`src/rtl/pgdt_pkg.sv`:
```
// Purpose: constants for the PCS GMII datapath timing block
// Assumes: one 125 MHz-rate datapath clock, fixed GMII attachment style
// Notes: latencies in clock cycles at the 1 Gbps rate
// Contract
// - Collision detect is transmit enable AND receive data valid.
// - Carrier sense always equals receive data valid.
// - Transmit rate adaptation and transmit FSM delays are fixed.
// - Transmit latency depends only on GMII attachment style.
// - Transmit FSM adds 3; rate adapt adds 9 separate-clock, 2 enable-style.
// - Receive FSM and receive rate adaptation delays are constant; the rx pipe here holds while the output buffer is full.
// - Receive FSM adds 6; rate adapt adds 8 separate-clock, 2 enable-style.
// - Compensation FIFO latency may vary per frame.
// - Compensation latency 24 to 34 cycles; at most 4 adds/drops per frame.
// - Compensation FIFO thresholds default to 16 low, 32 high.
// - Latency counted on frame start, in cycles at 1 Gbps.
package pgdt_pkg;
	localparam int TX_FSM_LAT      = 3;
	localparam int TX_RA_LAT_SEP   = 9;
	localparam int TX_RA_LAT_EN    = 2;
	localparam int RX_FSM_LAT      = 6;
	localparam int RX_RA_LAT_SEP   = 8;
	localparam int RX_RA_LAT_EN    = 2;
	localparam int CTC_DEPTH       = 64;
	localparam int CTC_AW          = 6;
	localparam int CTC_LOW_THR     = 16;
	localparam int CTC_HIGH_THR    = 32;
	localparam int CTC_MAX_SLIP    = 4;
	localparam int CTC_SLIP_W      = 3;
	localparam int CTC_PRIME_LEVEL = 24;
	localparam int DATA_W          = 10;
	localparam int BUF_DEPTH       = 2;
	localparam logic [7:0] IDLE_CODE = 8'hBC;
	localparam logic [7:0] SFD_CODE  = 8'hD5;
	typedef enum logic {
		PGDT_STYLE_SEP,
		PGDT_STYLE_EN
	} pgdt_style_type;
endpackage : pgdt_pkg

```
`src/rtl/pgdt_buf_if.sv`:
```
`timescale 1ns/10ps
// Purpose: handshake carrier for the two-entry output buffer
// Assumes: single clock domain
// Notes: word is {err, dv, data}
interface pgdt_buf_if;
	logic                           in_valid;
	logic                           in_ready;
	logic [pgdt_pkg::DATA_W-1:0]    in_word;
	logic                           out_valid;
	logic                           out_ready;
	logic [pgdt_pkg::DATA_W-1:0]    out_word;
	modport owner (
		output in_valid,
		input  in_ready,
		output in_word,
		input  out_valid,
		output out_ready,
		input  out_word
	);
	modport buffer (
		input  in_valid,
		output in_ready,
		input  in_word,
		output out_valid,
		input  out_ready,
		output out_word
	);
endinterface : pgdt_buf_if

```
`src/rtl/pgdt_skid_buf.sv`:
```
`timescale 1ns/10ps
// Purpose: two-entry buffer so a receiver stall drops no word
// Assumes: synchronous active-low reset
// Notes: ready depends only on occupancy, never on out_ready
module pgdt_skid_buf (
	input  wire logic  clk,
	input  wire logic  rst_n,
	pgdt_buf_if.buffer bif
);
	typedef struct packed {
		logic [pgdt_pkg::BUF_DEPTH-1:0][pgdt_pkg::DATA_W-1:0] mem;
		logic                                              rd_ptr;
		logic                                              wr_ptr;
		logic [1:0]                                        count;
	} pgdt_buf_state_type;

	pgdt_buf_state_type st_reg;
	pgdt_buf_state_type st_next;
	logic               push;
	logic               pop;

	assign bif.in_ready  = (st_reg.count != 2'h2);
	assign bif.out_valid = (st_reg.count != 2'h0);
	assign bif.out_word  = st_reg.mem[st_reg.rd_ptr];
	assign push = bif.in_valid && bif.in_ready;
	assign pop  = bif.out_valid && bif.out_ready;

	always_comb begin
		st_next = st_reg;
		if (push) begin
			st_next.mem[st_reg.wr_ptr] = bif.in_word;
			st_next.wr_ptr = ~st_reg.wr_ptr;
		end
		if (pop) begin
			st_next.rd_ptr = ~st_reg.rd_ptr;
		end
		st_next.count = st_reg.count + 2'(push) - 2'(pop);
	end

	always_ff @(posedge clk) begin
		if (!rst_n) begin
			st_reg <= '0;
		end else begin
			st_reg <= st_next;
		end
	end

	buf_no_overflow_a: assert property (@(posedge clk) disable iff (!rst_n)
		st_reg.count <= 2'h2)
		else $error("buffer overfilled");
	buf_hold_a: assert property (@(posedge clk) disable iff (!rst_n)
		bif.out_valid && !bif.out_ready |=> bif.out_valid
			&& $stable(bif.out_word))
		else $error("buffered word lost during stall");
endmodule : pgdt_skid_buf

```
`src/rtl/pgdt_datapath.sv`:
```
`timescale 1ns/10ps
// Purpose: GMII status outputs, fixed tx/rx pipelines, rx compensation FIFO
// Assumes: one clock; code groups as bytes, idle marked by IDLE_CODE
// Notes: attachment style is a parameter since it fixes pipeline depth
module pgdt_datapath #(
	parameter pgdt_pkg::pgdt_style_type STYLE = pgdt_pkg::PGDT_STYLE_SEP
) (
	input  wire logic       CLK_SYS,
	input  wire logic       RST_N,
	input  wire logic       TX_EN,
	input  wire logic       TX_ER,
	input  wire logic [7:0] TXD,
	output logic            TX_CG_EN,
	output logic            TX_CG_ER,
	output logic [7:0]      TX_CG,
	input  wire logic       RX_CG_VALID,
	input  wire logic [7:0] RX_CG,
	input  wire logic       RX_CG_DV,
	input  wire logic       RX_CG_ER,
	output logic            RX_DV,
	output logic            RX_ER,
	output logic [7:0]      RXD,
	output logic            RX_OUT_VALID,
	input  wire logic       RX_OUT_READY,
	output logic            COL,
	output logic            CRS,
	output logic            CTC_INSERT,
	output logic            CTC_DELETE,
	output logic [5:0]      CTC_LEVEL
);
	// Fixed depths: style is the only knob, nothing frame-dependent
	localparam int TX_LAT = pgdt_pkg::TX_FSM_LAT +
		((STYLE == pgdt_pkg::PGDT_STYLE_SEP) ?
		pgdt_pkg::TX_RA_LAT_SEP : pgdt_pkg::TX_RA_LAT_EN);
	localparam int RX_LAT = pgdt_pkg::RX_FSM_LAT +
		((STYLE == pgdt_pkg::PGDT_STYLE_SEP) ?
		pgdt_pkg::RX_RA_LAT_SEP : pgdt_pkg::RX_RA_LAT_EN);
	localparam int DW = pgdt_pkg::DATA_W;
	localparam int AW = pgdt_pkg::CTC_AW;

	typedef enum logic [1:0] {
		CTC_PRIME,
		CTC_RUN
	} pgdt_ctc_mode_type;

	typedef struct packed {
		logic [TX_LAT-1:0][DW-1:0]              tx_pipe;
		logic [RX_LAT-1:0][DW-1:0]              rx_pipe;
		logic [pgdt_pkg::CTC_DEPTH-1:0][DW-1:0] fifo;
		logic [AW-1:0]                          wr_ptr;
		logic [AW-1:0]                          rd_ptr;
		logic [AW:0]                            level;
		pgdt_ctc_mode_type                      mode;
		logic [pgdt_pkg::CTC_SLIP_W-1:0]        slips;
		logic                                   ins;
		logic                                   del;
	} pgdt_state_type;

	pgdt_state_type st_reg;
	pgdt_state_type st_next;
	pgdt_buf_if     bif ();

	logic [DW-1:0] in_word;
	logic [DW-1:0] head_word;
	logic          head_idle;
	logic          wr_en;
	logic          rd_en;
	logic          do_ins;
	logic          do_del;
	logic          slip_ok;

	assign in_word   = {RX_CG_ER, RX_CG_DV, RX_CG};
	assign head_word = st_reg.fifo[st_reg.rd_ptr];
	assign head_idle = !head_word[8] && head_word[7:0] == pgdt_pkg::IDLE_CODE;
	assign slip_ok   = st_reg.slips < pgdt_pkg::CTC_MAX_SLIP;

	always_comb begin
		// Slips only between frames so frame bytes never move
		do_ins = 1'b0;
		do_del = 1'b0;
		wr_en  = 1'b0;
		rd_en  = 1'b0;
		if (st_reg.mode == CTC_RUN && bif.in_ready) begin
			rd_en = 1'b1;
			if (head_idle && slip_ok &&
				st_reg.level < (AW+1)'(pgdt_pkg::CTC_LOW_THR)) begin
				do_ins = 1'b1;
				rd_en  = 1'b0;
			end
		end
		if (RX_CG_VALID) begin
			wr_en = 1'b1;
			// Drop a fresh idle rather than a stored one to keep order
			if (!RX_CG_DV && RX_CG == pgdt_pkg::IDLE_CODE && slip_ok &&
				st_reg.level > (AW+1)'(pgdt_pkg::CTC_HIGH_THR)) begin
				do_del = 1'b1;
				wr_en  = 1'b0;
			end
		end
		if (st_reg.level == (AW+1)'(pgdt_pkg::CTC_DEPTH)) begin
			wr_en = 1'b0;
		end
		if (st_reg.level == '0) begin
			rd_en = 1'b0;
		end
	end

	always_comb begin
		st_next = st_reg;
		// Tx pipe is a pure shift register: delay fixed regardless of gap
		st_next.tx_pipe = {st_reg.tx_pipe[TX_LAT-2:0], {TX_ER, TX_EN, TXD}};
		st_next.rx_pipe = st_reg.rx_pipe;
		st_next.ins = do_ins;
		st_next.del = do_del;
		if (wr_en) begin
			st_next.fifo[st_reg.wr_ptr] = in_word;
			st_next.wr_ptr = st_reg.wr_ptr + 1'b1;
		end
		if (rd_en) begin
			st_next.rd_ptr = st_reg.rd_ptr + 1'b1;
		end
		st_next.level = st_reg.level + (AW+1)'(wr_en) - (AW+1)'(rd_en);
		if (st_reg.mode == CTC_PRIME &&
			st_reg.level >= (AW+1)'(pgdt_pkg::CTC_PRIME_LEVEL)) begin
			st_next.mode = CTC_RUN;
		end
		if (wr_en && in_word[8] && in_word[7:0] == pgdt_pkg::SFD_CODE) begin
			st_next.slips = '0;
		end else if ((do_ins || do_del) && slip_ok) begin
			st_next.slips = st_reg.slips + 1'b1;
		end
		// Rx pipe advances only when the buffer can take its tail word
		if (bif.in_ready) begin
			if (rd_en) begin
				st_next.rx_pipe = {st_reg.rx_pipe[RX_LAT-2:0], head_word};
			end else if (do_ins) begin
				st_next.rx_pipe = {st_reg.rx_pipe[RX_LAT-2:0],
					{2'b00, pgdt_pkg::IDLE_CODE}};
			end else begin
				st_next.rx_pipe = {st_reg.rx_pipe[RX_LAT-2:0],
					{2'b00, pgdt_pkg::IDLE_CODE}};
			end
		end
	end

	always_ff @(posedge CLK_SYS) begin
		if (!RST_N) begin
			st_reg <= '0;
		end else begin
			st_reg <= st_next;
		end
	end

	assign bif.in_valid  = 1'b1;
	assign bif.in_word   = st_reg.rx_pipe[RX_LAT-1];
	assign bif.out_ready = RX_OUT_READY;

	pgdt_skid_buf u_buf (
		.clk   (CLK_SYS),
		.rst_n (RST_N),
		.bif   (bif)
	);

	assign TX_CG    = st_reg.tx_pipe[TX_LAT-1][7:0];
	assign TX_CG_EN = st_reg.tx_pipe[TX_LAT-1][8];
	assign TX_CG_ER = st_reg.tx_pipe[TX_LAT-1][9];
	assign RXD      = bif.out_word[7:0];
	assign RX_DV    = bif.out_valid && bif.out_word[8];
	assign RX_ER    = bif.out_valid && bif.out_word[9];
	assign RX_OUT_VALID = bif.out_valid;
	assign COL = TX_EN && RX_DV;
	assign CRS = RX_DV;
	assign CTC_INSERT = st_reg.ins;
	assign CTC_DELETE = st_reg.del;
	assign CTC_LEVEL  = st_reg.level[AW-1:0];

	tx_fixed_delay_a: assert property (@(posedge CLK_SYS) disable iff (!RST_N)
		##TX_LAT TX_CG_EN == $past(TX_EN, TX_LAT))
		else $error("transmit delay not fixed");
	col_and_a: assert property (@(posedge CLK_SYS) disable iff (!RST_N)
		COL == (TX_EN && RX_DV))
		else $error("collision not AND of enable and valid");
	crs_equal_a: assert property (@(posedge CLK_SYS) disable iff (!RST_N)
		CRS == RX_DV)
		else $error("carrier sense differs from valid");
	slip_bound_a: assert property (@(posedge CLK_SYS) disable iff (!RST_N)
		st_reg.slips <= 3'(pgdt_pkg::CTC_MAX_SLIP))
		else $error("too many slips in one frame");
	ins_low_a: assert property (@(posedge CLK_SYS) disable iff (!RST_N)
		CTC_INSERT |->
			$past(st_reg.level) < (AW+1)'(pgdt_pkg::CTC_LOW_THR))
		else $error("insert without low fill");
	del_high_a: assert property (@(posedge CLK_SYS) disable iff (!RST_N)
		CTC_DELETE |->
			$past(st_reg.level) > (AW+1)'(pgdt_pkg::CTC_HIGH_THR))
		else $error("delete without high fill");
	no_slip_frame_a: assert property (@(posedge CLK_SYS) disable iff (!RST_N)
		do_ins |-> !head_word[8])
		else $error("idle inserted inside a frame");
	rx_pipe_a: assert property (@(posedge CLK_SYS) disable iff (!RST_N)
		bif.in_ready && rd_en |=> st_reg.rx_pipe[0] == $past(head_word))
		else $error("receive pipe entry mismatch");
	ins_c: cover property (@(posedge CLK_SYS) disable iff (!RST_N)
		CTC_INSERT);
	del_c: cover property (@(posedge CLK_SYS) disable iff (!RST_N)
		CTC_DELETE);
	col_c: cover property (@(posedge CLK_SYS) disable iff (!RST_N) COL);
	stall_c: cover property (@(posedge CLK_SYS) disable iff (!RST_N)
		RX_OUT_VALID && !RX_OUT_READY ##1 RX_OUT_VALID && !RX_OUT_READY);
endmodule : pgdt_datapath

```
`config.mk`:
```
export PLATFORM = sky130hd
export DESIGN_NAME = pgdt_datapath
export DESIGN_NICKNAME = d
export VERILOG_FILES = /design/src/rtl/pgdt_pkg.sv /design/src/rtl/pgdt_buf_if.sv /design/src/rtl/pgdt_skid_buf.sv /design/src/rtl/pgdt_datapath.sv
export SDC_FILE = /design/constraint.sdc
export NUM_CORES = 2
export LEC_CHECK = 0
export ABC_AREA = 1
export BUFFER_PORTS_ARGS = -buffer_cell sky130_fd_sc_hd__buf_2
export CORE_ASPECT_RATIO = 1.25
export CORE_MARGIN = 2
export CORE_UTILIZATION = 35
export CTS_CLUSTER_DIAMETER = 200
export DETAILED_ROUTE_END_ITERATION = 8
export PLACE_DENSITY_LB_ADDON = 0.12
export SETUP_SLACK_MARGIN = 0.05
export SYNTH_ARGS = -nofsm -noshare
export SYNTH_HDL_FRONTEND = slang
export SYNTH_SLANG_ARGS = --single-unit
```
`constraint.sdc`:
```
create_clock -name CLK_SYS -period 3.3 [get_ports CLK_SYS]
set_input_delay 0.33 -clock CLK_SYS [delete_from_list [all_inputs] [get_ports CLK_SYS]]
set_output_delay 0.33 -clock CLK_SYS [all_outputs]
set_load 0.01 [all_outputs]
```
==> results.sh <==
export IMPL_drc=0
export IMPL_cp_slowest_cell="dfxtp_4"
export IMPL_largest_reg_flops=787
export IMPL_routed_via_density=5.01
export IMPL_synth_nets=5610
export IMPL_p_leak_uw=0.0206
export IMPL_async_reset_ff_share_pct=0
export IMPL_track_usage_pct=23.1
export IMPL_die_h_um=382
export IMPL_ir_drop_v=0.000574
export IMPL_setup_viol=7
export IMPL_numCtsBuffers=100
export IMPL_hpwl_mm=84.0
export IMPL_status="finished with violations"
export IMPL_placed_area_um2=45400
export IMPL_synthDistinctLibCells=43
export IMPL_start_util_pct=35.3
export IMPL_ys_warn_count=0
export IMPL_violations="negative setup slack"
export IMPL_ant_nets=0
export IMPL_end_kind="register"
export IMPL_start_kind="register"
export IMPL_place_worst_setup_slack_ps=-690
export IMPL_syn_inst=5566
export IMPL_slew_headroom_pct=22.4
export IMPL_htreeDepth=3
export IMPL_core_um2=113000
export IMPL_register_area_um2=19000
export IMPL_tightest_slew_ps=1160
export IMPL_area_delta_synth_final_pct=27.6
export IMPL_clock_latency_ps=750
export IMPL_synthesis_area_um2=40000
export IMPL_place_congestion=0.870
export IMPL_io_pins=55
export IMPL_ys_seq_area_share_pct=47.5
export IMPL_power_density_nw_per_um2=701
export IMPL_routed_wl_mm=139
export IMPL_grtUsageMet1_pct=30.4
export IMPL_grt_antenna_before_repair=1
export IMPL_multi_input_area_um2=17500
export IMPL_postSynthAreaPerCell_um2=7.18
export IMPL_postLayoutCellArea_um2=51000
export IMPL_top_usage_layer="met2"
export IMPL_wire_per_inst_um=18.7
export IMPL_nets=5927
export IMPL_rrSetupSlack_ps=-620
export IMPL_drive_gt1_share_pct=17.7
export IMPL_grt_pass1_vias=35000
export IMPL_worstPathRequired_ps=3940
export IMPL_io_buffers=54
export IMPL_placed_cells=7157
export IMPL_finalMaxSlewViolations=0
export IMPL_cp_arrival_ps=4560
export IMPL_worst_hold_slack_ps=58.9
export IMPL_slowest_delay_ps=370
export IMPL_yosys_most_used_dff="dfxtp_1"
export IMPL_ys_ff_latch=949
export IMPL_vias=37300
export IMPL_path_clk_slew_ps=70
export IMPL_hold_path_class="in -> reg"
export IMPL_grt_pass1_wl_mm=212
export IMPL_synth_enable_flop_cells=0
export IMPL_worst_path_buf_inv=21
export IMPL_cap_violations=0
export IMPL_grt_max_degree=154
export IMPL_dieArea_um2=117000
export IMPL_clockRootBuffer="clkbuf_16"
export IMPL_dr_pass1_iters=6
export IMPL_finClkSkew_ps=71.6
export IMPL_drtIter0Drc=2746
export IMPL_die_w_um=306
export IMPL_clockBufferDepth=3
export IMPL_cts_tree="built"
export IMPL_crit_fanout=11
export IMPL_setup_ws_ps=-617
export IMPL_grtUsageMet3_pct=2.26
export IMPL_clkSinkCount=949
export IMPL_fin_crit_ps=3920
export IMPL_grt_met2_usage_pct=39.2
export IMPL_fmax_ghz=0.255
export IMPL_min_period_over_period_pct=119
export IMPL_crit_family="buffers and inverters"
export IMPL_placementRows=138
export IMPL_final_fill_count=11400
export IMPL_critPathKind="reg -> reg"
export IMPL_layoutNonFillerInstCount=7437
export IMPL_grt_setup_unrepaired="yes"
export IMPL_hold_violations=0
export IMPL_antenna_cells=0
export IMPL_grt_overflow_total=0
export IMPL_crit_top_cell="buf_4"
-- final timing paths --
kind | end | start | cells past startpoint
worst max-delay path | st_reg[668] | st_reg[14] | 30
worst min-delay path | st_reg[234] | RST_N | 3
worst max register to register | st_reg[668] | st_reg[14] | 30
worst min register to register | st_next[911] | st_next[901] | 2
-- stage by stage --
step | util, % | setup TNS (ps) | total power, µW
floorplan | - | 0 | 18100
global placement | 40.1 | -2460 | 21800
detailed placement | 40.1 | -2540 | 21800
CTS | 44.4 | -2590 | 35200
global route | 45.0 | -3590 | 37500
finish | 45.0 | -2680 | 35700
-- cell families after synthesis --
logic type      share of synthesized area [%]
simple gates                             21.6
fa+ha+maj                               0.645
flops                                    47.5
buf+inv                                  10.9
xor+xnor                                0.110
compound gates                           19.2
-- cell usage after synthesis, types with 4 or more instances --
cell type | number | share of area [%]
a21oi_1 | 758 | 9.5
buf_6 | 19 | 0.54
ha_1 | 19 | 0.59
dfxtp_1 | 949 | 48
o211ai_1 | 78 | 1.5
nand2_1 | 1010 | 9.5
a21oi_2 | 4 | 0.088
nand3_1 | 616 | 7.7
nand2_2 | 12 | 0.19
buf_2 | 127 | 1.6
buf_4 | 26 | 0.49
nor3_1 | 11 | 0.14
xor2_1 | 5 | 0.11
o21bai_1 | 7 | 0.13
nor2_1 | 390 | 3.7
clkbuf_1 | 291 | 2.7
inv_1 | 553 | 5.2
o21ai_0 | 613 | 7.7
o21ai_1 | 16 | 0.20
inv_2 | 5 | 0.047
buf_1 | 28 | 0.26
-- area by class of cell --
| class | count | share of cell area (%) |
|---|---|---|
| sequential | 949 | 37.3 |
| multi-input combinational | 3564 | 34.3 |
| timing repair buffer | 704 | 13.9 |
| clock buffer | 152 | 5.76 |
| inverter | 562 | 4.20 |
| tap | 1470 | 3.61 |
| clock inverter | 34 | 0.910 |
| timing repair inverter | 2 | 0.0810 |
-- routing by layer --
metal	up-vias	wire [µm]
met4	0	4490
li1	18700	-
met5	-	0
met1	17500	62400
met2	884	66100
met3	205	6060
-- worst reg2reg max path: cells and delay by family, from the launching register on --
kind	cells	cell delay, ps
buffers and inverters	21	2690
AND/OR/NAND/NOR	7	570
flip-flops	1	370
AO/OA/AOI/OAI	2	230
-- power breakdown --
part,internal (µW),total [µW],leakage (µW),switching [µW]
logic,4670,11400,0.0113,6720
registers,12200,12700,0.00768,428
clock network,6600,11700,0.00166,5080
-- timing repair --
action | 4_1_cts | 5_1_grt
resized for setup | 172 | 87
gates cloned | 14 | 7
buffers inserted | 41 | 25
hold buffers | 14 | 0
endpoints found under the setup margin | 6 | 11
pin swaps | 49 | 59
hold endpoints to repair | 16 | 0
-- placed cells by master, fill, tap and decap left out, types with 15 or more instances in the layout --
cell type / netlist / routed
clkbuf_8: 0 / 24
nand2_2: 12 / 44
o21ai_1: 16 / 20
ha_1: 19 / 16
clkbuf_1: 291 / 28
buf_16: 0 / 17
dfxtp_1: 949 / 946
nand2_1: 1010 / 969
clkinv_2: 1 / 18
nor2_1: 390 / 367
nor2_2: 0 / 15
nand3_2: 1 / 62
buf_2: 127 / 53
nand3_1: 616 / 547
buf_4: 26 / 489
a21oi_1: 758 / 741
clkbuf_16: 0 / 106
o21ai_0: 613 / 602
a21oi_2: 4 / 19
o211ai_1: 78 / 78
inv_1: 553 / 547
buf_12: 0 / 106
(Power assumes the default switching activity.)
